--- config.mk ---
export PLATFORM = sky130hd
export DESIGN_NAME = ccop_device_flat
export DESIGN_NICKNAME = d
export VERILOG_FILES = /design/src/shared/ccop_pkg.sv /design/src/shared/ccop_if.sv /design/src/logic/ccop_device.sv /design/src/logic/ccop_line_walker.sv /design/src/flat_wrapper.sv
export SDC_FILE = /design/constraint.sdc
export NUM_CORES = 1
export LEC_CHECK = 0
export BUFFER_PORTS_ARGS = -buffer_cell sky130_fd_sc_hd__buf_2
export CORE_MARGIN = 2
export CORE_UTILIZATION = 55
export CTS_BUF_LIST = sky130_fd_sc_hd__clkbuf_2 sky130_fd_sc_hd__clkbuf_4 sky130_fd_sc_hd__clkbuf_8
export DETAILED_ROUTE_END_ITERATION = 6
export MAX_ROUTING_LAYER = met4
export PLACE_DENSITY = 0.91
export SETUP_SLACK_MARGIN = 0.05
export SYNTH_ARGS = -nofsm -noshare
export SYNTH_HDL_FRONTEND = slang
export SYNTH_SLANG_ARGS = --single-unit
--- constraint.sdc ---
create_clock -name pclk -period 2.45 [get_ports pclk]
set_input_delay 0.49 -clock pclk [delete_from_list [all_inputs] [get_ports pclk]]
set_output_delay 0.49 -clock pclk [all_outputs]
set_load 0.01 [all_outputs]
--- src/shared/ccop_pkg.sv ---
// Purpose: shared constants and types for the cache coherence op controller
// Assumes: 32-bit register data, one aligned word per register
// Notes:   APB offsets are byte addresses; device offsets are register indices on its own port
package ccop_pkg;

  // ----------------------------------------------------------------
  // operation kinds
  // ----------------------------------------------------------------
  typedef enum logic [2:0] {
    CCOP_OP_NONE,
    CCOP_OP_BLOCK,
    CCOP_OP_L1D_INV,
    CCOP_OP_L1D_WRITEBACK_INVALIDATE_OP,
    CCOP_OP_L2_INV,
    CCOP_OP_L2_WRITEBACK_INVALIDATE_OP
  } ccop_op_t;

  // ----------------------------------------------------------------
  // register map of the device, as seen on its own port
  // ----------------------------------------------------------------
  localparam logic [2:0] CCOP_DEV_BASE    = 3'h0;
  localparam logic [2:0] CCOP_DEV_WCOUNT  = 3'h1;
  localparam logic [2:0] CCOP_DEV_L1D_INV = 3'h2;
  localparam logic [2:0] CCOP_DEV_L1D_WBI = 3'h3;
  localparam logic [2:0] CCOP_DEV_L2_INV  = 3'h4;
  localparam logic [2:0] CCOP_DEV_L2_WBI  = 3'h5;
  localparam logic [2:0] CCOP_DEV_FREEZE  = 3'h6;

  localparam int         CCOP_WC_W       = 16;
  localparam int         CCOP_ADDR_W     = 32;
  localparam logic [CCOP_WC_W-1:0] CCOP_WC_RESET = 16'h0000;
  localparam int         CCOP_BUSY_BIT   = 0;
  localparam int         CCOP_WORDS_LINE = 16;
  localparam int         CCOP_GLOBAL_LINES = 64;
  localparam int         CCOP_LINE_CYCLES  = 2;

  // ----------------------------------------------------------------
  // controller APB map (byte addresses)
  // ----------------------------------------------------------------
  localparam logic [7:0] CCOP_APB_BASE   = 8'h00;
  localparam logic [7:0] CCOP_APB_WCOUNT = 8'h04;
  localparam logic [7:0] CCOP_APB_GLOBAL = 8'h08;
  localparam logic [7:0] CCOP_APB_FREEZE = 8'h0C;
  localparam logic [7:0] CCOP_APB_STATUS = 8'h10;
  localparam logic [7:0] CCOP_APB_FENCE  = 8'h14;

  localparam int         CCOP_GSEL_LSB   = 0;
  localparam int         CCOP_STAT_BUSY  = 0;
  localparam int         CCOP_STAT_FENCE = 1;
  localparam int         CCOP_STAT_FROZEN = 2;
  localparam int         CCOP_STAT_DONE  = 3;

endpackage

--- src/shared/ccop_if.sv ---
// Purpose: register port between core-side controller and coherence device
// Assumes: single clock, one request per cycle, answer in the same cycle
// Notes:   rd_data is combinational from device registers
`timescale 1ns/100ps
`default_nettype none
interface ccop_if;
  import ccop_pkg::*;
  logic                   wr_en;
  logic                   rd_en;
  logic [2:0]             addr;
  logic [31:0]            wr_data;
  logic [31:0]            rd_data;
  logic                   mem_busy;
  logic                   fence_req;
  logic                   fence_stall;
  logic                   traffic_req;
  logic                   traffic_gnt;

  modport device (
    input  wr_en, rd_en, addr, wr_data, fence_req, traffic_req,
    output rd_data, mem_busy, fence_stall, traffic_gnt
  );
  modport core (
    output wr_en, rd_en, addr, wr_data, fence_req, traffic_req,
    input  rd_data, mem_busy, fence_stall, traffic_gnt
  );
endinterface
`default_nettype wire

--- src/logic/ccop_device.sv ---
// Purpose: cache coherence operation engine with block and global ops
// Assumes: core keeps write order of base then count, waits on completion
// Notes:   one operation at a time; new starts while busy are dropped
//
// What this block does
// - Software writes base address, then word count.
// - Block op done shows word count zero.
// - Writing one to global register starts it.
// - Global bit 0 high while running, then zero; an APB read of it shows only the L1D invalidate's bit.
// - Set hazard avoided: allocates held during op.
// - Software idles memory and waits for completion.
// - Fence stalls until nothing outstanding remains.
// - Frozen L1D lets traffic run beside writeback-invalidate.
// - Parallel flow: fence, freeze, start, poll, fence, unfreeze.
//
// Chosen here: register access over APB and the register addresses.
`timescale 1ns/100ps
`default_nettype none
module ccop_device
  import ccop_pkg::*;
#(
  parameter int GLOBAL_LINES = CCOP_GLOBAL_LINES,
  parameter int WORDS_LINE   = CCOP_WORDS_LINE
) (
  // clock and reset
  input  wire logic        pclk,
  input  wire logic        presetn,
  // core side
  ccop_if.device           bus,
  // memory activity from the rest of the memory system
  input  wire logic        ext_pending,
  // status
  output logic [2:0]       active_op
);
  import ccop_pkg::*;

  // ----------------------------------------------------------------
  // registers
  // ----------------------------------------------------------------
  logic [CCOP_ADDR_W-1:0] base_q, base_d;
  logic [CCOP_WC_W-1:0]   wc_q, wc_d;
  ccop_op_t               op_q, op_d;
  logic                   freeze_q, freeze_d;
  logic                   start;
  logic [CCOP_WC_W-1:0]   lines;
  logic                   w_busy;
  logic                   w_step;
  logic                   writeback_invalidate_op_op;

  assign writeback_invalidate_op_op = (op_q == CCOP_OP_L1D_WRITEBACK_INVALIDATE_OP) || (op_q == CCOP_OP_L2_WRITEBACK_INVALIDATE_OP)
                    || (op_q == CCOP_OP_BLOCK);

  always_comb begin
    base_d   = base_q;
    wc_d     = wc_q;
    op_d     = op_q;
    freeze_d = freeze_q;
    start    = 1'b0;
    lines    = '0;
    if (op_q != CCOP_OP_NONE && !w_busy) begin
      op_d = CCOP_OP_NONE;
    end
    if (op_q == CCOP_OP_BLOCK && w_step) begin
      if (wc_q > CCOP_WC_W'(WORDS_LINE)) begin
        wc_d = wc_q - CCOP_WC_W'(WORDS_LINE);
      end else begin
        wc_d = '0;
      end
    end
    if (bus.wr_en && op_q == CCOP_OP_NONE) begin
      case (bus.addr)
        CCOP_DEV_BASE: begin
          base_d = bus.wr_data;
        end
        CCOP_DEV_WCOUNT: begin
          wc_d  = bus.wr_data[CCOP_WC_W-1:0];
          if (bus.wr_data[CCOP_WC_W-1:0] != '0) begin
            op_d  = CCOP_OP_BLOCK;
            start = 1'b1;
            // rounding up in 32 bits so a full count cannot wrap to zero
            lines = CCOP_WC_W'((32'(bus.wr_data[CCOP_WC_W-1:0])
                    + 32'(WORDS_LINE - 1)) / 32'(WORDS_LINE));
          end
        end
        CCOP_DEV_L1D_INV, CCOP_DEV_L1D_WBI,
        CCOP_DEV_L2_INV, CCOP_DEV_L2_WBI: begin
          if (bus.wr_data[CCOP_BUSY_BIT]) begin
            start = 1'b1;
            lines = CCOP_WC_W'(GLOBAL_LINES);
            case (bus.addr)
              CCOP_DEV_L1D_INV: op_d = CCOP_OP_L1D_INV;
              CCOP_DEV_L1D_WBI: op_d = CCOP_OP_L1D_WRITEBACK_INVALIDATE_OP;
              CCOP_DEV_L2_INV:  op_d = CCOP_OP_L2_INV;
              default:          op_d = CCOP_OP_L2_WRITEBACK_INVALIDATE_OP;
            endcase
          end
        end
        default: begin
        end
      endcase
    end
    if (bus.wr_en && bus.addr == CCOP_DEV_FREEZE) begin
      freeze_d = bus.wr_data[0];
    end
  end

  always_ff @(posedge pclk or negedge presetn) begin
    if (!presetn) begin
      base_q   <= '0;
      wc_q     <= CCOP_WC_RESET;
      op_q     <= CCOP_OP_NONE;
      freeze_q <= 1'b0;
    end else begin
      base_q   <= base_d;
      wc_q     <= wc_d;
      op_q     <= op_d;
      freeze_q <= freeze_d;
    end
  end

  // ----------------------------------------------------------------
  // line walk
  // ----------------------------------------------------------------
  // walker pauses while a core transfer is granted, which during an op happens only when frozen
  ccop_line_walker #(.LINE_CYCLES(CCOP_LINE_CYCLES)) u_walk (
    .pclk    (pclk),
    .presetn (presetn),
    .start   (start),
    .count   (lines),
    .hold    (bus.traffic_req && bus.traffic_gnt),
    .busy    (w_busy),
    .step    (w_step),
    .remain  ()
  );

  // ----------------------------------------------------------------
  // traffic gating and fence
  // ----------------------------------------------------------------
  // allocates during an op could hit the same set mid-invalidate, so
  // they wait; a frozen L1D allocates nothing and may run beside writeback_invalidate_op
  assign bus.traffic_gnt = bus.traffic_req &&
                           (op_q == CCOP_OP_NONE ||
                            (freeze_q && writeback_invalidate_op_op));
  assign bus.mem_busy    = (op_q != CCOP_OP_NONE) || ext_pending;
  assign bus.fence_stall = bus.fence_req && bus.mem_busy;

  // ----------------------------------------------------------------
  // read back
  // ----------------------------------------------------------------
  always_comb begin
    bus.rd_data = '0;
    case (bus.addr)
      CCOP_DEV_BASE:    bus.rd_data = base_q;
      CCOP_DEV_WCOUNT:  bus.rd_data = 32'(wc_q);
      CCOP_DEV_L1D_INV: bus.rd_data[0] = (op_q == CCOP_OP_L1D_INV);
      CCOP_DEV_L1D_WBI: bus.rd_data[0] = (op_q == CCOP_OP_L1D_WRITEBACK_INVALIDATE_OP);
      CCOP_DEV_L2_INV:  bus.rd_data[0] = (op_q == CCOP_OP_L2_INV);
      CCOP_DEV_L2_WBI:  bus.rd_data[0] = (op_q == CCOP_OP_L2_WRITEBACK_INVALIDATE_OP);
      CCOP_DEV_FREEZE:  bus.rd_data[0] = freeze_q;
      default:          bus.rd_data = '0;
    endcase
  end

  assign active_op = op_q;
endmodule
`default_nettype wire

--- src/logic/ccop_line_walker.sv ---
// Purpose: steps through cache lines of one coherence operation
// Assumes: start is a one-cycle pulse while idle
// Notes:   a fixed number of cycles per line models the line access
`timescale 1ns/100ps
`default_nettype none
module ccop_line_walker
  import ccop_pkg::*;
#(
  parameter int LINE_CYCLES = CCOP_LINE_CYCLES
) (
  // clock and reset
  input  wire logic                 pclk,
  input  wire logic                 presetn,
  // control
  input  wire logic                 start,
  input  wire logic [CCOP_WC_W-1:0] count,
  input  wire logic                 hold,
  // progress
  output logic                      busy,
  output logic                      step,
  output logic [CCOP_WC_W-1:0]      remain
);
  localparam int CW = $clog2(LINE_CYCLES + 1);

  logic [CCOP_WC_W-1:0] remain_q, remain_d;
  logic [CW-1:0]        tick_q, tick_d;
  logic                 step_c;

  always_comb begin
    remain_d = remain_q;
    tick_d   = tick_q;
    step_c   = 1'b0;
    if (start) begin
      remain_d = count;
      tick_d   = '0;
    end else if (remain_q != '0 && !hold) begin
      if (tick_q == CW'(LINE_CYCLES - 1)) begin
        tick_d   = '0;
        step_c   = 1'b1;
        remain_d = remain_q - 1'b1;
      end else begin
        tick_d = tick_q + 1'b1;
      end
    end
  end

  always_ff @(posedge pclk or negedge presetn) begin
    if (!presetn) begin
      remain_q <= '0;
      tick_q   <= '0;
    end else begin
      remain_q <= remain_d;
      tick_q   <= tick_d;
    end
  end

  assign busy   = (remain_q != '0);
  assign step   = step_c;
  assign remain = remain_q;
endmodule
`default_nettype wire

--- src/flat_wrapper.sv ---
// flat-port wrapper written by rule: the top's interface ports become plain ports
module ccop_device_flat import ccop_pkg::*;
#(
  parameter int GLOBAL_LINES = CCOP_GLOBAL_LINES,
  parameter int WORDS_LINE   = CCOP_WORDS_LINE
)
  (pclk, presetn, ext_pending, active_op, bus_wr_en, bus_rd_en, bus_addr, bus_wr_data, bus_fence_req, bus_traffic_req, bus_rd_data, bus_mem_busy, bus_fence_stall, bus_traffic_gnt);
  ccop_if bus_i ();
  input  wire logic pclk;
  input  wire logic presetn;
  input  wire logic ext_pending;
  output logic [2:0] active_op;
  input wire logic [$bits(bus_i.wr_en)-1:0] bus_wr_en;
  input wire logic [$bits(bus_i.rd_en)-1:0] bus_rd_en;
  input wire logic [$bits(bus_i.addr)-1:0] bus_addr;
  input wire logic [$bits(bus_i.wr_data)-1:0] bus_wr_data;
  input wire logic [$bits(bus_i.fence_req)-1:0] bus_fence_req;
  input wire logic [$bits(bus_i.traffic_req)-1:0] bus_traffic_req;
  output wire logic [$bits(bus_i.rd_data)-1:0] bus_rd_data;
  output wire logic [$bits(bus_i.mem_busy)-1:0] bus_mem_busy;
  output wire logic [$bits(bus_i.fence_stall)-1:0] bus_fence_stall;
  output wire logic [$bits(bus_i.traffic_gnt)-1:0] bus_traffic_gnt;
  assign bus_i.wr_en = bus_wr_en;
  assign bus_i.rd_en = bus_rd_en;
  assign bus_i.addr = bus_addr;
  assign bus_i.wr_data = bus_wr_data;
  assign bus_i.fence_req = bus_fence_req;
  assign bus_i.traffic_req = bus_traffic_req;
  assign bus_rd_data = bus_i.rd_data;
  assign bus_mem_busy = bus_i.mem_busy;
  assign bus_fence_stall = bus_i.fence_stall;
  assign bus_traffic_gnt = bus_i.traffic_gnt;
  ccop_device #(.GLOBAL_LINES(GLOBAL_LINES), .WORDS_LINE(WORDS_LINE)) u_core (.pclk(pclk), .presetn(presetn), .bus(bus_i), .ext_pending(ext_pending), .active_op(active_op));
endmodule
==> results of run 1 <==
timing repair:
| action | 4_1_cts | 5_1_grt |
|---|---|---|
| endpoints found under the setup margin | 0 | 3 |
| endpoints found under the hold margin | 0 | 0 |
| buffers inserted | 0 | 2 |
| gates resized for setup | 0 | 1 |
| hold buffers | 0 | 0 |
through the flow:
| stage | cell area, um^2 | power [mW] | setup slack (ns) | instances |
|---|---|---|---|---|
| after floorplan | 3943 | 2.827 | 0.3558 | 388 |
| after global placement | 4524 | 3.211 | 0.1708 | 561 |
| after detailed placement | 4524 | 3.328 | 0.1035 | 561 |
| after CTS | 4751 | 4.404 | 0.06155 | 577 |
| after global routing | 4771 | 4.683 | 0.007689 | 579 |
| final | 4771 | 4.409 | 0.1137 | 579 |
worst max path at each step:
stage | start | to
2_1_floorplan | u_core.u_walk.remain[11]$_DFFE_PN0P_ | u_core.wc_q[5]$_DFF_PN0_
3_3_place_gp | u_core.u_walk.remain[11]$_DFFE_PN0P_ | u_core.wc_q[5]$_DFF_PN0_
3_5_place_dp | u_core.u_walk.remain[11]$_DFFE_PN0P_ | u_core.wc_q[5]$_DFF_PN0_
4_1_cts | u_core.u_walk.remain[11]$_DFFE_PN0P_ | u_core.wc_q[5]$_DFF_PN0_
5_1_grt | u_core.u_walk.remain[0]$_DFFE_PN0P_ | u_core.u_walk.remain[9]$_DFFE_PN0P_
6_report | u_core.u_walk.remain[11]$_DFFE_PN0P_ | u_core.wc_q[5]$_DFF_PN0_
placed cells by master (no fill, tap or decap), types with 5 or more instances in the layout:
cell type and count:
buf_2 78, dfrtp_1 70, mux2_2 33, nand2_1 27, and2_1 21, a22o_1 20
nor2_1 19, buf_4 18, nor3_1 16, o21ai_0 15, xnor2_1 13, nand3_1 11
xor2_1 10, nand2b_1 9, clkbuf_8 9, o22ai_1 8, a21oi_1 8, nand4_1 8
inv_1 7, nor4_1 6, a31oi_1 6, o211ai_1 6, or4_1 5
state kept, by name (all words and copies together) (netlist names):
name / count
u_core.u_walk.remain: 16
u_core.wc_q: 16
u_core.base_q: 32
u_core.active_op: 3
u_core.freeze_q: 1
u_core.u_walk.tick_q: 2
cells by family (layout without fill, tap and decap cells):
logic type	after synthesis	after routing	synth area share [%]
AO/OA/AOI/OAI	84	84	15.39
adder cells (fa/ha/maj)	4	4	1.269
multiplexers	33	33	9.426
XOR/XNOR	23	23	5.109
buffers and inverters	25	120	2.539
AND/OR/NAND/NOR	149	149	21.83
flip-flops	70	70	44.43
critical path, stage by stage (launching register included):
cell      delay (ns)
dfrtp_1         0.44
or4_4           0.57
and4bb_2        0.47
nand2_4         0.12
nand4_1         0.26
nor2_1          0.09
a221o_1         0.27
routing by layer:
metal | GRT usage, % | share of wire, % | vias up
met5 | - | 0 | -
met4 | 7.300 | 0.97 | 0
met3 | 6.623 | 6.6 | 14
met2 | 47.76 | 52 | 139
met1 | 32.18 | 40 | 1682
li1 | - | - | 1631
layout make-up:
| class | count | area [um^2] |
|---|---|---|
| Clock buffer | 9 | 123.9 |
| Clock inverter | 7 | 102.6 |
| Fill cell | 484 | 2098 |
| Inverter | 7 | 26.28 |
| Multi-Input combinational cell | 293 | 2101 |
| Sequential cell | 70 | 1752 |
| Tap cell | 96 | 120.1 |
| Timing Repair Buffer | 97 | 545.5 |
power by group:
group | total (mW) | switching (mW) | internal [mW]
clock network | 1.06 | 0.476 | 0.585
registers | 1.85 | 0.330 | 1.52
logic | 1.50 | 0.794 | 0.704
total | 4.41 | 1.60 | 2.81
==> flow_metrics.env, run 1 <==
export IMPL_grt_usage_pct=27.61
export IMPL_synth_async_reset_ratio_pct=100.0
export IMPL_critical_path_arrival_ns=2.58
export IMPL_max_slew_margin_rel_pct=59.83
export IMPL_ys_warn_count=0
export IMPL_initial_core_util_pct=57.40
export IMPL_routed_wl_mm=9.824
export IMPL_antenna_left=0
export IMPL_cts_max_level=3
export IMPL_synth_common_cells="dfrtp_1 (70), mux2_2 (33), nand2_1 (27), and2_1 (21), a22o_1 (20)"
export IMPL_synth_cells=388
export IMPL_cts_root_buf="clkbuf_8"
export IMPL_crit_type="reg -> reg"
export IMPL_finClkSkew_ns=0.006722
export IMPL_yosysSeqAreaShare_pct=44.43
export IMPL_hold_class="in -> async"
export IMPL_nNetsFinal=524
export IMPL_r2r_end="u_core.wc_q[5]$_DFF_PN0_"
export IMPL_worst_pin_slew_ns=0.6014
export IMPL_r2r_start="u_core.u_walk.remain[11]$_DFFE_PN0P_"
export IMPL_holdWs_ns=0.1529
export IMPL_reg2reg_depth=6
export IMPL_drive_above_1_share_pct=32.92
export IMPL_grt_pass1_wl_mm=16.34
export IMPL_globalRoute_totalOverflow=0
export IMPL_drcViolationCount=0
export IMPL_fmax_ghz=0.4280
export IMPL_setup_viol=0
export IMPL_wl_per_cell_um=16.97
export IMPL_yosys_most_used_dff="dfrtp_1"
export IMPL_synthesis_area_um2=3943
export IMPL_io_buffers=78
export IMPL_endpoint_kind="flop"
export IMPL_clkLatencyLatePin_ns=0.35
export IMPL_critPathMaxFanout=8
export IMPL_clkSinkCount=70
export IMPL_worstSetupStartpointType="flop"
export IMPL_ys_seq_elements=70
export IMPL_synthesis_nets=434
export IMPL_pin_count=80
export IMPL_finalSetupTns_ns=0
export IMPL_power_density_nw_per_um2=924.2
export IMPL_clk_pin_slew_worst_paths_ns=0.08
export IMPL_min_period_over_period_pct=95.36
export IMPL_cts_tree="yes"
export IMPL_max_cap_violations=0
export IMPL_fp_row_count=30
export IMPL_yosysMostFrequentCell="dfrtp_1"
export IMPL_numCtsBuffers=9
export IMPL_grt_pass1_vias=3556
export IMPL_syn_to_final_growth_pct=21.01
export IMPL_worstPathRequired_ns=2.69
export IMPL_via_count=3466
export IMPL_die_h_um=88.67
export IMPL_synth_area_leaders="dfrtp_1 (44%), mux2_2 (9.4%), a22o_1 (4.4%)"
export IMPL_fp_dieW_um=88.67
export IMPL_drt_initial_drc_count=285
export IMPL_finish_utilization_pct=69.45
export IMPL_cts_buffer_depth=2
export IMPL_grt_max_degree=71
export IMPL_n_antenna_cell=0
export IMPL_rsz0062_at_grt="true"
export IMPL_peakVddDrop_uv=445.3
export IMPL_first_pass_iters=5
export IMPL_antenna_found_initial=0
export IMPL_finalWeightedCongestion=0.9045
export IMPL_synth_top_area_share_pct=44.43
export IMPL_synth_top_cell_by_area="dfrtp_1"
export IMPL_place_hpwl_mm=6.844
export IMPL_finalMaxSlewViolations=0
export IMPL_synth_avg_cell_area_um2=10.16
export IMPL_p_leak_nw=2.265
export IMPL_dieArea_um2=7861
export IMPL_synth_cell_types=56
export IMPL_period_needed_ns=2.336
export IMPL_synth_edf_count=0
export IMPL_core_area_um2=6869
export IMPL_finalHoldViolations=0
export IMPL_viasPerCell=5.986
export IMPL_status="complete, no violations"
export IMPL_r2r_slack_ns=0.11
No activity file was read; power rests on OpenSTA's default activity.
==> run 2, diff against run 1 <==
==> constraint.sdc (replaced) <==
create_clock -name pclk -period 2.45 [get_ports pclk]
set_input_delay 0.49 -clock pclk [delete_from_list [all_inputs] [get_ports pclk]]
set_output_delay 0.49 -clock pclk [all_outputs]
set_load 0.05 [all_outputs]
==> run 2 against run 1 <==
Global-route usage rose by 0.28 points. Core utilization is 0.29 points lower. Register-to-register slack better by 0.02 ns. Total power rose by 0.52%. Critical path depth grew 1. Worst hold slack worse by 0.012 ns. Non-clock buffer count up 2. Worst setup slack improved by 0.021 ns. Combinational power is 14% higher.
==> flow_metrics.env, run 2 (same netlist as run 1, synthesis figures left out) <==
export IMPL_status="complete, no violations"
export IMPL_die_h_um=88.67
export IMPL_grt_pass1_vias=3535
export IMPL_endpoint_kind="flop"
export IMPL_cts_tree="yes"
export IMPL_pwr_share_comb_pct=38.6
export IMPL_cts_root_buf="clkbuf_8"
export IMPL_p_clk_share_pct=19.6
export IMPL_core_area_um2=6869
export IMPL_cts_max_level=3
export IMPL_drcViolationCount=0
export IMPL_intPower_mw=2.633
export IMPL_initial_core_util_pct=57.40
export IMPL_finalMaxSlewViolations=0
export IMPL_grt_pass1_wl_mm=16.46
export IMPL_period_needed_ns=2.316
export IMPL_max_cap_violations=0
export IMPL_antenna_found_initial=0
export IMPL_min_period_over_period_pct=94.51
export IMPL_setup_viol=0
export IMPL_largest_register_ff_count=32
export IMPL_max_slew_margin_rel_pct=59.76
export IMPL_worstPathRequired_ns=2.69
export IMPL_fmax_ghz=0.4319
export IMPL_power_density_nw_per_um2=933.0
export IMPL_hold_class="in -> async"
export IMPL_top_register="u_core.base_q"
export IMPL_finClkSkew_ns=0.005208
export IMPL_crit_type="reg -> reg"
export IMPL_p_leak_nw=2.252
export IMPL_dieArea_um2=7861
export IMPL_final_cell_mix="buf_2 (78), dfrtp_1 (70), mux2_2 (33)"
export IMPL_routed_wl_mm=10.13
export IMPL_drt_initial_drc_count=263
export IMPL_via_count=3558
export IMPL_drive_above_1_share_pct=33.20
export IMPL_fp_dieW_um=88.67
export IMPL_syn_to_final_growth_pct=20.50
export IMPL_final_common_cell="buf_2"
export IMPL_dp_slack_ns=0.1124
export IMPL_n_antenna_cell=0
export IMPL_worst_pin_slew_ns=0.6036
export IMPL_clk_pin_slew_worst_paths_ns=0.08
export IMPL_grt_max_degree=33
export IMPL_finalHoldViolations=0
export IMPL_p_seq_share_pct=41.8
export IMPL_rsz0062_at_grt="false"
export IMPL_grt_usage_pct=27.90
export IMPL_critical_path_arrival_ns=2.55
export IMPL_place_hpwl_mm=7.136
export IMPL_first_pass_iters=5
export IMPL_clkLatencyLatePin_ns=0.35
export IMPL_io_buffers=78
export IMPL_wl_per_cell_um=17.43
export IMPL_worstSetupStartpointType="flop"
export IMPL_holdBufCountCts=0
export IMPL_finalSetupTns_ns=0
export IMPL_finish_utilization_pct=69.16
export IMPL_nNetsFinal=526
export IMPL_globalRoute_totalOverflow=0
export IMPL_clkSinkCount=70
export IMPL_numCtsBuffers=9
export IMPL_swShare_pct=40.60
export IMPL_viasPerCell=6.124
export IMPL_finalWeightedCongestion=0.9311
export IMPL_fin_ws_ns=0.1345
export IMPL_fp_row_count=30
export IMPL_antenna_left=0
export IMPL_cts_buffer_depth=2
export IMPL_peakVddDrop_uv=565.5
export IMPL_critPathMaxFanout=8
export IMPL_power_switching_mw=1.800
export IMPL_pin_count=80
==> run 2: changes by cell type in the layout (fill, tap and decap cells not counted), sizes merged <==
cell,previous run,this run
clkinvlp,1,2
bufinv,2,0
clkinv,1,3
buf,97,99
inv,10,8
clkbuf,9,10
==> run 2: repair_timing <==
item | CTS | global route
resized for setup | 0 | 2
setup endpoints to repair | 0 | 5
setup buffers | 0 | 2
==> run 2: layout make-up <==
class	count	area (um^2)
Sequential cell	70	1752
Inverter	7	26.28
Clock inverter	6	46.29
Fill cell	510	2118
Multi-Input combinational cell	293	2108
Timing Repair Buffer	99	560.5
Clock buffer	10	137.6
Tap cell	96	120.1
==> run 2: routing by layer <==
layer	vias to the layer above	track usage (%)	share of wire, %	wire (um)
li1	1649	-	-	-
met1	1720	33.03	41	4115
met2	163	46.00	50	5099
met3	26	7.276	6.7	679
met4	0	9.917	2.3	232
met5	-	-	0	0
==> run 2: through the flow <==
stage          hold WS (ns)  instance area [um^2]  instances  power (mW)
6_report             0.1407                  4751        581       4.432
5_1_grt              0.1597                  4751        581       4.704
4_1_cts              0.1455                  4723        579       4.383
3_5_place_dp         0.4833                  4539        563       3.512
3_3_place_gp         0.4692                  4539        563       3.404
2_1_floorplan        0.1944                  3943        388       3.019
==> run 2: worst max-delay path, cell delays in order, from the launching register on <==
cell and delay, ns:
dfrtp_1 0.43, or4_4 0.56, and4bb_2 0.49, nand2_4 0.13, nand4_1 0.16, buf_4 0.14
nor2_1 0.04, a221o_1 0.26
==> run 2: power by group through the flow <==
stage / clock network [mW] / registers (mW) / logic (mW)
2_1_floorplan: 0 / 1.86 / 1.16
4_1_cts: 0.876 / 1.83 / 1.68
5_1_grt: 0.947 / 1.89 / 1.87
3_5_place_dp: 0 / 1.85 / 1.66
6_report: 0.868 / 1.85 / 1.71
3_3_place_gp: 0 / 1.81 / 1.59
==> run 2: worst paths after layout <==
check / start / end / slack, ns / depth (start not counted)
min in group pclk: bus_wr_data[17] / u_core.base_q[17]$_DFFE_PN0P_ / 0.37 / 2
worst min register to register: u_core.u_walk.tick_q[0]$_DFFE_PN0P_ / u_core.u_walk.tick_q[1]$_DFFE_PN0P_ / 0.49 / 1
worst max-delay path: u_core.u_walk.remain[11]$_DFFE_PN0P_ / u_core.wc_q[5]$_DFF_PN0_ / 0.13 / 7
worst max register to register: u_core.u_walk.remain[11]$_DFFE_PN0P_ / u_core.wc_q[5]$_DFF_PN0_ / 0.13 / 7
worst min-delay path: presetn / u_core.base_q[2]$_DFFE_PN0P_ / 0.14 / 1
max in group asynchronous: presetn / u_core.wc_q[11]$_DFF_PN0_ / 1.56 / 2
